$ cat src/common/hmba_defines.vh
// constants for the shared-bus arbitration block
`ifndef HMBA_DEFINES_VH
`define HMBA_DEFINES_VH
`define HMBA_NUM_REQ 6
`define HMBA_NUM_PROC 4
`define HMBA_ID_W 3
`define HMBA_ID_NONE 3'h0
`define HMBA_ID_LAST 3'h6
`endif

$ cat src/hdl/hmba_sync.v
// two-flop synchroniser for a vector of pin inputs
`default_nettype none
module hmba_sync #(
  parameter WIDTH = 1,
  parameter [WIDTH-1:0] INIT = {WIDTH{1'b1}}
) (
  input wire clock,
  input wire rst,
  input wire [WIDTH-1:0] din,
  output reg [WIDTH-1:0] dout
);
  reg [WIDTH-1:0] stage;
  always @(posedge clock or posedge rst)
  begin
    if (rst)
    begin
      stage <= INIT;
      dout <= INIT;
    end
    else
    begin
      stage <= din;
      dout <= stage;
    end
  end
endmodule // hmba_sync
`default_nettype wire

$ cat src/hdl/hmba_arbiter.v
// shared-bus arbitration for one processor of the module
`include "hmba_defines.vh"
`default_nettype none
module hmba_arbiter (
  input wire clock,
  input wire rst,
  input wire [2:0] proc_identity,
  input wire rotating_priority_sel,
  input wire host_bus_request_n,
  input wire host_bus_grant_n_in,
  input wire proc_a_select_n,
  input wire proc_b_select_n,
  input wire proc_c_select_n,
  input wire proc_d_select_n,
  input wire ack_active_drive_sel,
  input wire access_wait,
  input wire [5:0] proc_bus_request_n_in,
  input wire core_priority_access_n_in,
  input wire want_bus,
  input wire dma_cycle,
  input wire core_priority_req,
  output reg host_bus_grant_n_out,
  output reg host_bus_grant_n_oe,
  output reg host_acknowledge_out,
  output reg host_acknowledge_oe,
  output reg [5:0] proc_bus_request_n_out,
  output reg [5:0] proc_bus_request_n_oe,
  output reg core_priority_access_n_oe,
  output reg bus_drive_oe,
  output reg bus_master,
  output reg dma_hold,
  output reg [2:0] current_master
);
  localparam ST_IDLE = 3'h1;
  localparam ST_OWN = 3'h2;
  localparam ST_HOST = 3'h4;

  wire [5:0] req_s;
  wire hbr_s;
  wire hbg_s;
  wire [3:0] cs_s;
  wire cpa_s;
  wire rotating_priority_sel_s;
  hmba_sync #(.WIDTH(13), .INIT(13'h1fff)) u_sync (
    .clock(clock),
    .rst(rst),
    .din({proc_bus_request_n_in, host_bus_request_n, host_bus_grant_n_in,
          proc_d_select_n, proc_c_select_n, proc_b_select_n, proc_a_select_n,
          core_priority_access_n_in}),
    .dout({req_s, hbr_s, hbg_s, cs_s, cpa_s})
  );
  hmba_sync #(.WIDTH(1), .INIT(1'h0)) u_sync_rp (
    .clock(clock),
    .rst(rst),
    .din(rotating_priority_sel),
    .dout(rotating_priority_sel_s)
  );

  reg [2:0] state;
  reg [2:0] next_state;
  reg [2:0] next_master;
  reg [2:0] winner;
  reg [2:0] cand;
  reg found;
  reg [3:0] rsum;
  integer i;
  wire host_req = ~hbr_s;
  wire [5:0] active_req;
  wire my_id_ok = (proc_identity != `HMBA_ID_NONE) && (proc_identity <= `HMBA_ID_LAST);
  wire [2:0] my_idx = proc_identity - 3'h1;
  wire [3:0] cs_act = ~cs_s;
  wire my_cs = (proc_identity >= 3'h1 && proc_identity <= 3'h4) ?
    cs_act[my_idx[1:0]] : 1'b0;

  // request vector: others monitored, own taken from local intent
  genvar g;
  generate
    for (g = 0; g < `HMBA_NUM_REQ; g = g + 1)
    begin : g_req
      assign active_req[g] = (my_id_ok && my_idx == g) ? proc_bus_request_n_out[g] == 1'b0
                                                       : ~req_s[g];
    end
  endgenerate

  // winner: fixed is lowest id first; rotating starts after current master
  always @*
  begin
    winner = current_master;
    found = 1'b0;
    cand = 3'h0;
    rsum = 4'h0;
    for (i = 0; i < `HMBA_NUM_REQ; i = i + 1)
    begin
      // four-bit sum so that the wrap past line six is not lost
      rsum = ({1'b0, current_master} + {1'b0, i[2:0]}) % 4'h6;
      if (rotating_priority_sel_s)
        cand = (current_master == `HMBA_ID_NONE) ? i[2:0] + 3'h1 : rsum[2:0] + 3'h1;
      else
        cand = i[2:0] + 3'h1;
      if (!found && active_req[cand - 3'h1])
      begin
        winner = cand;
        found = 1'b1;
      end
    end
    if (!found)
      winner = `HMBA_ID_NONE;
  end

  // bus ownership and host handoff
  always @*
  begin
    next_state = state;
    next_master = current_master;
    case (state)
      ST_IDLE:
      begin
        if (host_req && !bus_master)
          next_state = ST_IDLE;
        else if (host_req && bus_master)
          next_state = ST_HOST;
        else if (current_master == `HMBA_ID_NONE || active_req[current_master - 3'h1] == 1'b0
                 || rotating_priority_sel_s)
          next_master = winner;
        if (!host_req && next_master == proc_identity && my_id_ok)
          next_state = ST_OWN;
      end
      ST_OWN:
      begin
        if (host_req)
          next_state = ST_HOST;
        else if (!want_bus || (winner != proc_identity && rotating_priority_sel_s && found
                 && active_req[winner - 3'h1] && winner != current_master))
        begin
          next_state = ST_IDLE;
          next_master = winner;
        end
      end
      ST_HOST:
      begin
        if (!host_req)
          next_state = ST_OWN;
      end
      default:
        next_state = ST_IDLE;
    endcase
  end

  always @(posedge clock or posedge rst)
  begin
    if (rst)
    begin
      state <= ST_IDLE;
      current_master <= `HMBA_ID_NONE;
      bus_master <= 1'b0;
      bus_drive_oe <= 1'b0;
      host_bus_grant_n_out <= 1'b1;
      host_bus_grant_n_oe <= 1'b0;
      host_acknowledge_out <= 1'b0;
      host_acknowledge_oe <= 1'b0;
      proc_bus_request_n_out <= 6'h3f;
      proc_bus_request_n_oe <= 6'h00;
      core_priority_access_n_oe <= 1'b0;
      dma_hold <= 1'b0;
    end
    else
    begin
      state <= next_state;
      current_master <= next_master;
      bus_master <= (next_state == ST_OWN) || (next_state == ST_HOST);
      bus_drive_oe <= (next_state == ST_OWN);
      host_bus_grant_n_out <= ~(next_state == ST_HOST);
      host_bus_grant_n_oe <= (next_state == ST_OWN) || (next_state == ST_HOST);
      if (my_id_ok)
      begin
        proc_bus_request_n_out <= ~(6'h01 << my_idx) | {6{~want_bus}};
        proc_bus_request_n_oe <= 6'h01 << my_idx;
      end
      else
      begin
        proc_bus_request_n_out <= 6'h3f;
        proc_bus_request_n_oe <= 6'h00;
      end
      if (my_cs && host_req)
      begin
        host_acknowledge_out <= ~access_wait;
        host_acknowledge_oe <= ack_active_drive_sel | access_wait;
      end
      else
      begin
        host_acknowledge_out <= 1'b0;
        host_acknowledge_oe <= 1'b0;
      end
      core_priority_access_n_oe <= core_priority_req && !bus_master;
      dma_hold <= bus_master && !cpa_s && dma_cycle;
    end
  end
endmodule // hmba_arbiter
`default_nettype wire

$ cat config.mk
export PLATFORM = sky130hd
export DESIGN_NAME = hmba_arbiter
export DESIGN_NICKNAME = d
export VERILOG_FILES = /design/src/hdl/hmba_sync.v /design/src/hdl/hmba_arbiter.v
export VERILOG_INCLUDE_DIRS = /design/src /design/src/common
export SDC_FILE = /design/constraint.sdc
export NUM_CORES = 1
export LEC_CHECK = 0
export BUFFER_PORTS_ARGS = -buffer_cell sky130_fd_sc_hd__buf_2
export CORE_ASPECT_RATIO = 0.5
export CORE_UTILIZATION = 40
export CTS_CLUSTER_SIZE = 10
export DETAILED_ROUTE_END_ITERATION = 10
export MAX_ROUTING_LAYER = met4
export SYNTH_ARGS = -nofsm -noshare
export SYNTH_HDL_FRONTEND = slang
export SYNTH_SLANG_ARGS = --single-unit
$ cat constraint.sdc
create_clock -name clock -period 6.5 [get_ports clock]
set_clock_uncertainty 0.2 [all_clocks]
set_input_delay 0.65 -clock clock [delete_from_list [all_inputs] [get_ports clock]]
set_output_delay 0.65 -clock clock [all_outputs]
set_load 0.05 [all_outputs]
; ---- Word level (Yosys, flattened, before mapping)
; Cells that the tools add are included.
[word_totals]
reg_bits = 53
latch_bits = 0
ramBits = 0
rom_bits = 0
output_inout_bits = 23
wordCells = 200
memories = 0
[op_classes]
n_addsub = 20
multipliers = 0
div_mod_pow = 6
magnitude_cmp = 12
eq_ne = 15
shifts = 1
muxes = 68
bitwise_logic = 21
reduce_logical = 42
[op_table]
columns = op, n
row1 = 3-bit two-way mux, 31
row2 = 3-bit by 4-bit < comparator with 1-bit output (second input constant), 8
row3 = 3-bit by 1-bit subtractor with 3-bit output (second input constant), 9
row4 = 1-bit logical AND, 25
row5 = 1-bit binary-select mux with 3-bit select, 8
row6 = 1-bit two-way mux, 24
row7 = 4-bit by 3-bit modulo with 4-bit output (second input constant), 5
row8 = 3-bit by 1-bit adder with 3-bit output (second input constant), 6
row9 = 1-bit NOT, 17
row10 = 3-bit by 2-bit equality test with 1-bit output (second input constant), 4
row11 = 3-bit equality test (second input constant), 4
row12 = 6-bit two-way mux, 2
row13 = 3-bit one-hot mux with 3 select lines, 1
row14 = 3-bit by 2-bit adder with 4-bit output (second input constant), 2
row15 = 3-bit by 3-bit adder with 4-bit output (second input constant), 2
row16 = 1-bit zero test, 8
row17 = 3-bit by 1-bit equality test with 1-bit output (second input constant), 2
row18 = 3-bit <= comparator (second input constant), 2
row19 = 3-bit zero test, 2
row20 = 3-bit != test, 2
row21 = 6-bit NOT, 1
row22 = 6-bit bitwise OR, 1
row23 = 3-bit one-hot mux with 2 select lines, 1
row24 = 1-bit by 3-bit << shifter with 6-bit output (first input constant), 1
row25 = 14 further kinds, 17

; ---- Longest topological paths before layout
[depth]
ltp_word = 35
depth_mapped = 24

; ---- Hierarchy
; Synthesis repeated with hierarchy kept, for this count alone.
[hier_totals]
hier_cells = 417
hier_area_um2 = 3937.5
[by_module_without_submodules]
columns = mod, n_inst, cells_per_inst, area_per_inst_um2, seq_area_each_um2
row1 = hmba_arbiter, 1, 387, 3196.8, 635.6
row2 = hmba_sync at u_sync, 1, 27, 686.9, 683.2
row3 = hmba_sync at u_sync_rp, 1, 3, 53.8, 50.0

; ---- Worst setup path after synthesis
; OpenSTA, ideal clock, no wires.
[synth_path]
kind = register to register
startpoint = register current_master[1]
endpoint = register current_master[1]
setup_ns = 0.136
arrival_time_ns = 5.475
slack_ns = 0.689
stages_incl_launch_ff = 24
path_buffers = 2
synth_period_minus_slack_ns = 5.811
path_cell_list = dfrtp_1 -> clkbuf_1 -> inv_1 -> ha_1 -> buf_2 -> and3_1 -> nor2_1 -> nor2_1 -> a21oi_1 -> ha_1 -> or3_1 -> mux2i_1 -> xnor2_1 -> mux2i_1 -> nand4_1 -> a21o_1 -> o221ai_2 -> inv_1 -> ha_1 -> mux4_2 -> mux2_4 -> o41a_1 -> nor2_1 -> a21oi_1
[synth_via]
elab_chain_len = 32
elab_cells_between_ends = 96
cone_classes = add/sub: 19 / div: 6 / eq/ne: 3 / mux: 48 / bitwise: 1 / reduce/logical: 19
[synth_lines]
columns = item, line
row1 = start: declaration, hmba_arbiter.v:32  ; output reg [2:0] current_master
row2 = start signal: assignment, hmba_arbiter.v:154  ; current_master <= `HMBA_ID_NONE;
row3 = start signal: assignment, hmba_arbiter.v:169  ; current_master <= next_master;
row4 = branches (longest 32 deep; another with 3-bit by 1-bit adder with 4-bit output), -
; Parallel ways; which one is timed is not known. The select of a mux whose other input is x is not followed.
; A chain may end at the register's enable or synchronous reset.

; ---- Worst setup path in the final report
[layout_path]
startpoint = register current_master[0]
endpoint = register bus_master
[layout_via]
elab_chain_len = 35
elab_cells_between_ends = 101
cone_classes = add/sub: 19 / div: 6 / eq/ne: 5 / mux: 49 / bitwise: 1 / reduce/logical: 21
[layout_lines]
columns = item, line
row1 = branches (longest 32 deep; another with 3-bit by 1-bit adder with 4-bit output), -
row2 = 3-bit one-hot mux with 3 select lines *, hmba_arbiter.v:115  ; case (state)
row3 = 3-bit by 2-bit equality test with 1-bit output or 3-bit equality test (tied branches), hmba_arbiter.v:170  ; bus_master <= (next_state == ST_OWN) || (next_state == ST_HOST);
row4 = 1-bit logical OR *, hmba_arbiter.v:170
row5 = end signal: assignment, hmba_arbiter.v:170
row6 = end: declaration, hmba_arbiter.v:30  ; output reg bus_master,
; Every way passes the cells marked *. The select of a mux whose other input is x is not followed.

==> impl_metrics.ini <==
[outcome]
status = completed

[clock_network]
cts-root-buf = clkbuf_16
htreeDepth = 2
cts_tree = done
numCtsBuffers = 5
cts_resized = 0
clock_path_buffers = 2
clkSlewWorstSetupHoldPaths_ns = 0.07
worstSkewPairLatency_ns = 0.29
numClockSinks = 51
postCtsSetupBuffers = 0
ctsHoldBuffers = 0

[logic_synthesis]
synth_top_area_share_pct = 21.5
synth_seq_cells = 51
synth.most_common_cell = dfstp_2
synth_area_leaders = dfstp_2 (21%), dfrtp_1 (12%), ha_1 (9.9%)
synthCells = 400
synthTopCellsByCount = dfstp_2 (32), ha_1 (31), nand2_1 (28), nor2_1 (25), a21oi_1 (23)
synth_edf_count = 0
synth_flop_cell = dfstp_2
async_reset_ff_share_pct = 100
synth.net_count = 455
synthDistinctLibCells = 82
post_synth.cell_area_avg_sq_um = 9.78
ys_warn_count = 0
seq_area_frac_synth_pct = 33.7
synth_area_sq_um = 3910
yosys.area.top_type = dfstp_2

[timing]
hold_viol_final = 0
layout_min_cycle_time_ns = 5.61
hold_slack_ns = 0.154
rsz0062_at_grt = no
worst_pin_slew_ns = 0.993
period_share_pct = 86.3
tns_ns = 0
finalSetupViolations = 0
slew_headroom_pct = 33.7
slew_viol_final = 0
fmax_mhz = 178

[cells_and_area]
drive_gt1_share_pct = 28.6
fillers = 895
diodes = 0
fin_nets = 501
syn2layout_area_growth_pct = 13.0

[global_routing]
antenna_found_initial = 0
grt_max_degree = 52
grt_pass1_vias = 2797
grt_pass1_wl_microns = 14400
global_route.overflow_total = 0
grt.total_usage_pct = 18.8

[setup_path]
required_ns = 6.48
cp_common_cell = ha_1
cp-start-kind = register
cp-startpoint = current_master[0]
regToRegSetupSlack_ns = 0.89
critPathMaxFanout = 12
r2r-start = current_master[0]
crit_buf_inv = 3
critical_path.top_delay_family = simple AND/OR/NAND/NOR gates
endpoint_kind = register
crit_type = register to register
crit_slowest_cell = ha_1
crit_chain = inv_1 -> ha_1 -> inv_1 -> and3_1 -> a21oi_1 -> o221ai_1 -> ha_1 -> nor2_1 -> ha_1 -> or3b_1 -> a221o_1 -> nand3_1 -> a2111oi_4 -> nor2_2 -> inv_1 -> ha_1 -> mux4_2 -> mux2_4 -> o41ai_2 -> nand2_1 -> and3_1
slowest_delay_ns = 0.57
crit_arrival_ns = 5.59

[floorplan]
die_w_microns = 142
core_sq_um = 9480
die_y_microns = 71.9
start_util_pct = 41.3
dieArea_sq_um = 10200
std_cell_rows = 25
io_pins = 47

[routing]
drt-total-wl_microns = 8780
dr_total_vias = 3099
wl_per_cell_microns = 15.1
drtAntennaViolNets = 0
avgViaCountPerCell = 5.32
drc_errors = 0
drt_iter0_drc = 226
drt_first_pass_iters = 4

[placed_design]
globalplace.congestion = 0.842
hpwl_microns = 6840
portBuffers = 45

[min_path]
min-delay-path-class = register to register
min_from = u_sync.stage[1]

[job]
maxCapViolCount = 0
## placed cells by master (no fill, tap or decap), types with 8 or more instances in the layout
cell type | netlist | routed
nand3_1 | 21 | 21
nand2_1 | 28 | 28
nor2_1 | 25 | 25
buf_4 | 1 | 10
nand4_1 | 8 | 8
mux2i_1 | 10 | 10
dfrtp_1 | 19 | 19
a21oi_1 | 23 | 23
xor2_1 | 9 | 9
buf_2 | 4 | 45
o21ai_0 | 9 | 9
inv_1 | 21 | 20
xnor2_1 | 8 | 8
dfstp_2 | 32 | 32
nor3_1 | 8 | 8
a211oi_1 | 9 | 9
ha_1 | 31 | 31
## routing by layer
layer | global-route usage (%) | part of all wire (%)
met4 | 4.54 | 0.99
met1 | 27.2 | 51
met5 | - | 0
met2 | 27.8 | 44
met3 | 2.57 | 4.1
## stage by stage
stage | setup slack, ns | instances | instance area (sq um) | utilization (%)
after global placement | 0.931 | 574 | 4250 | 44.9
after detailed placement | 0.896 | 574 | 4250 | 44.9
after global routing | 0.519 | 582 | 4420 | 46.6
after CTS | 0.874 | 582 | 4420 | 46.6
after floorplan | 0.689 | 400 | 3910 | -
final | 0.889 | 582 | 4420 | 46.6
## cell families after synthesis
| kind of cell | count (synthesis) | share of synthesized area (%) |
|---|---|---|
| buffers and inverters | 40 | 5.66 |
| flip-flops | 51 | 33.7 |
| adder cells (fa/ha/maj) | 31 | 9.92 |
| multiplexers | 18 | 6.11 |
| AND/OR/NAND/NOR | 143 | 20.8 |
| XOR/XNOR | 19 | 4.64 |
| AO/OA/AOI/OAI | 98 | 19.2 |
## flip-flops by register name, indices dropped and copies added (netlist names)
| name | cells |
|---|---|
| proc_bus_request_n_out | 6 |
| proc_bus_request_n_oe | 6 |
| state | 3 |
| host_acknowledge_out | 1 |
| host_acknowledge_oe | 1 |
| u_sync.dout | 12 |
| bus_drive_oe | 1 |
| u_sync_rp.dout | 1 |
| host_bus_grant_n_out | 1 |
| core_priority_access_n_oe | 1 |
| u_sync.stage | 12 |
| current_master | 3 |
| dma_hold | 1 |
| u_sync_rp.stage | 1 |
| bus_master | 1 |
## worst register-to-register path, stage by stage, from the launching register on
cell       delay, ns
dfrtp_1         0.34
inv_1           0.12
ha_1            0.57
inv_1           0.11
and3_1          0.16
a21oi_1         0.12
o221ai_1        0.16
ha_1            0.30
nor2_1          0.18
ha_1            0.26
or3b_1          0.41
a221o_1         0.34
nand3_1         0.18
a2111oi_4       0.13
nor2_2          0.22
inv_1           0.11
ha_1            0.31
mux4_2          0.30
mux2_4          0.30
o41ai_2         0.38
nand2_1         0.13
and3_1          0.20
## worst paths after layout
| path | endpoint | cells after the start |
|---|---|---|
| setup / recovery | bus_master | 21 |
| hold / removal | u_sync.dout[1] | 0 |
| setup reg to reg | bus_master | 21 |
| hold reg to reg | u_sync.dout[1] | 0 |
| max in group asynchronous | current_master[0] | 2 |
| min in group asynchronous | proc_bus_request_n_oe[5] | 2 |
## area by class of cell
cell class | count | area (sq um) | share of cell area, %
Multi-Input combinational cell | 309 | 2370 | 53.7
Sequential cell | 51 | 1320 | 29.8
Tap cell | 135 | 169 | 3.82
Clock buffer | 6 | 129 | 2.92
Inverter | 24 | 92.6 | 2.10
Clock inverter | 2 | 38.8 | 0.878
Timing Repair Buffer | 55 | 300 | 6.80
Power is not shown: default switching activity piles up to over one toggle a cycle in this logic, so the estimate is an artifact.
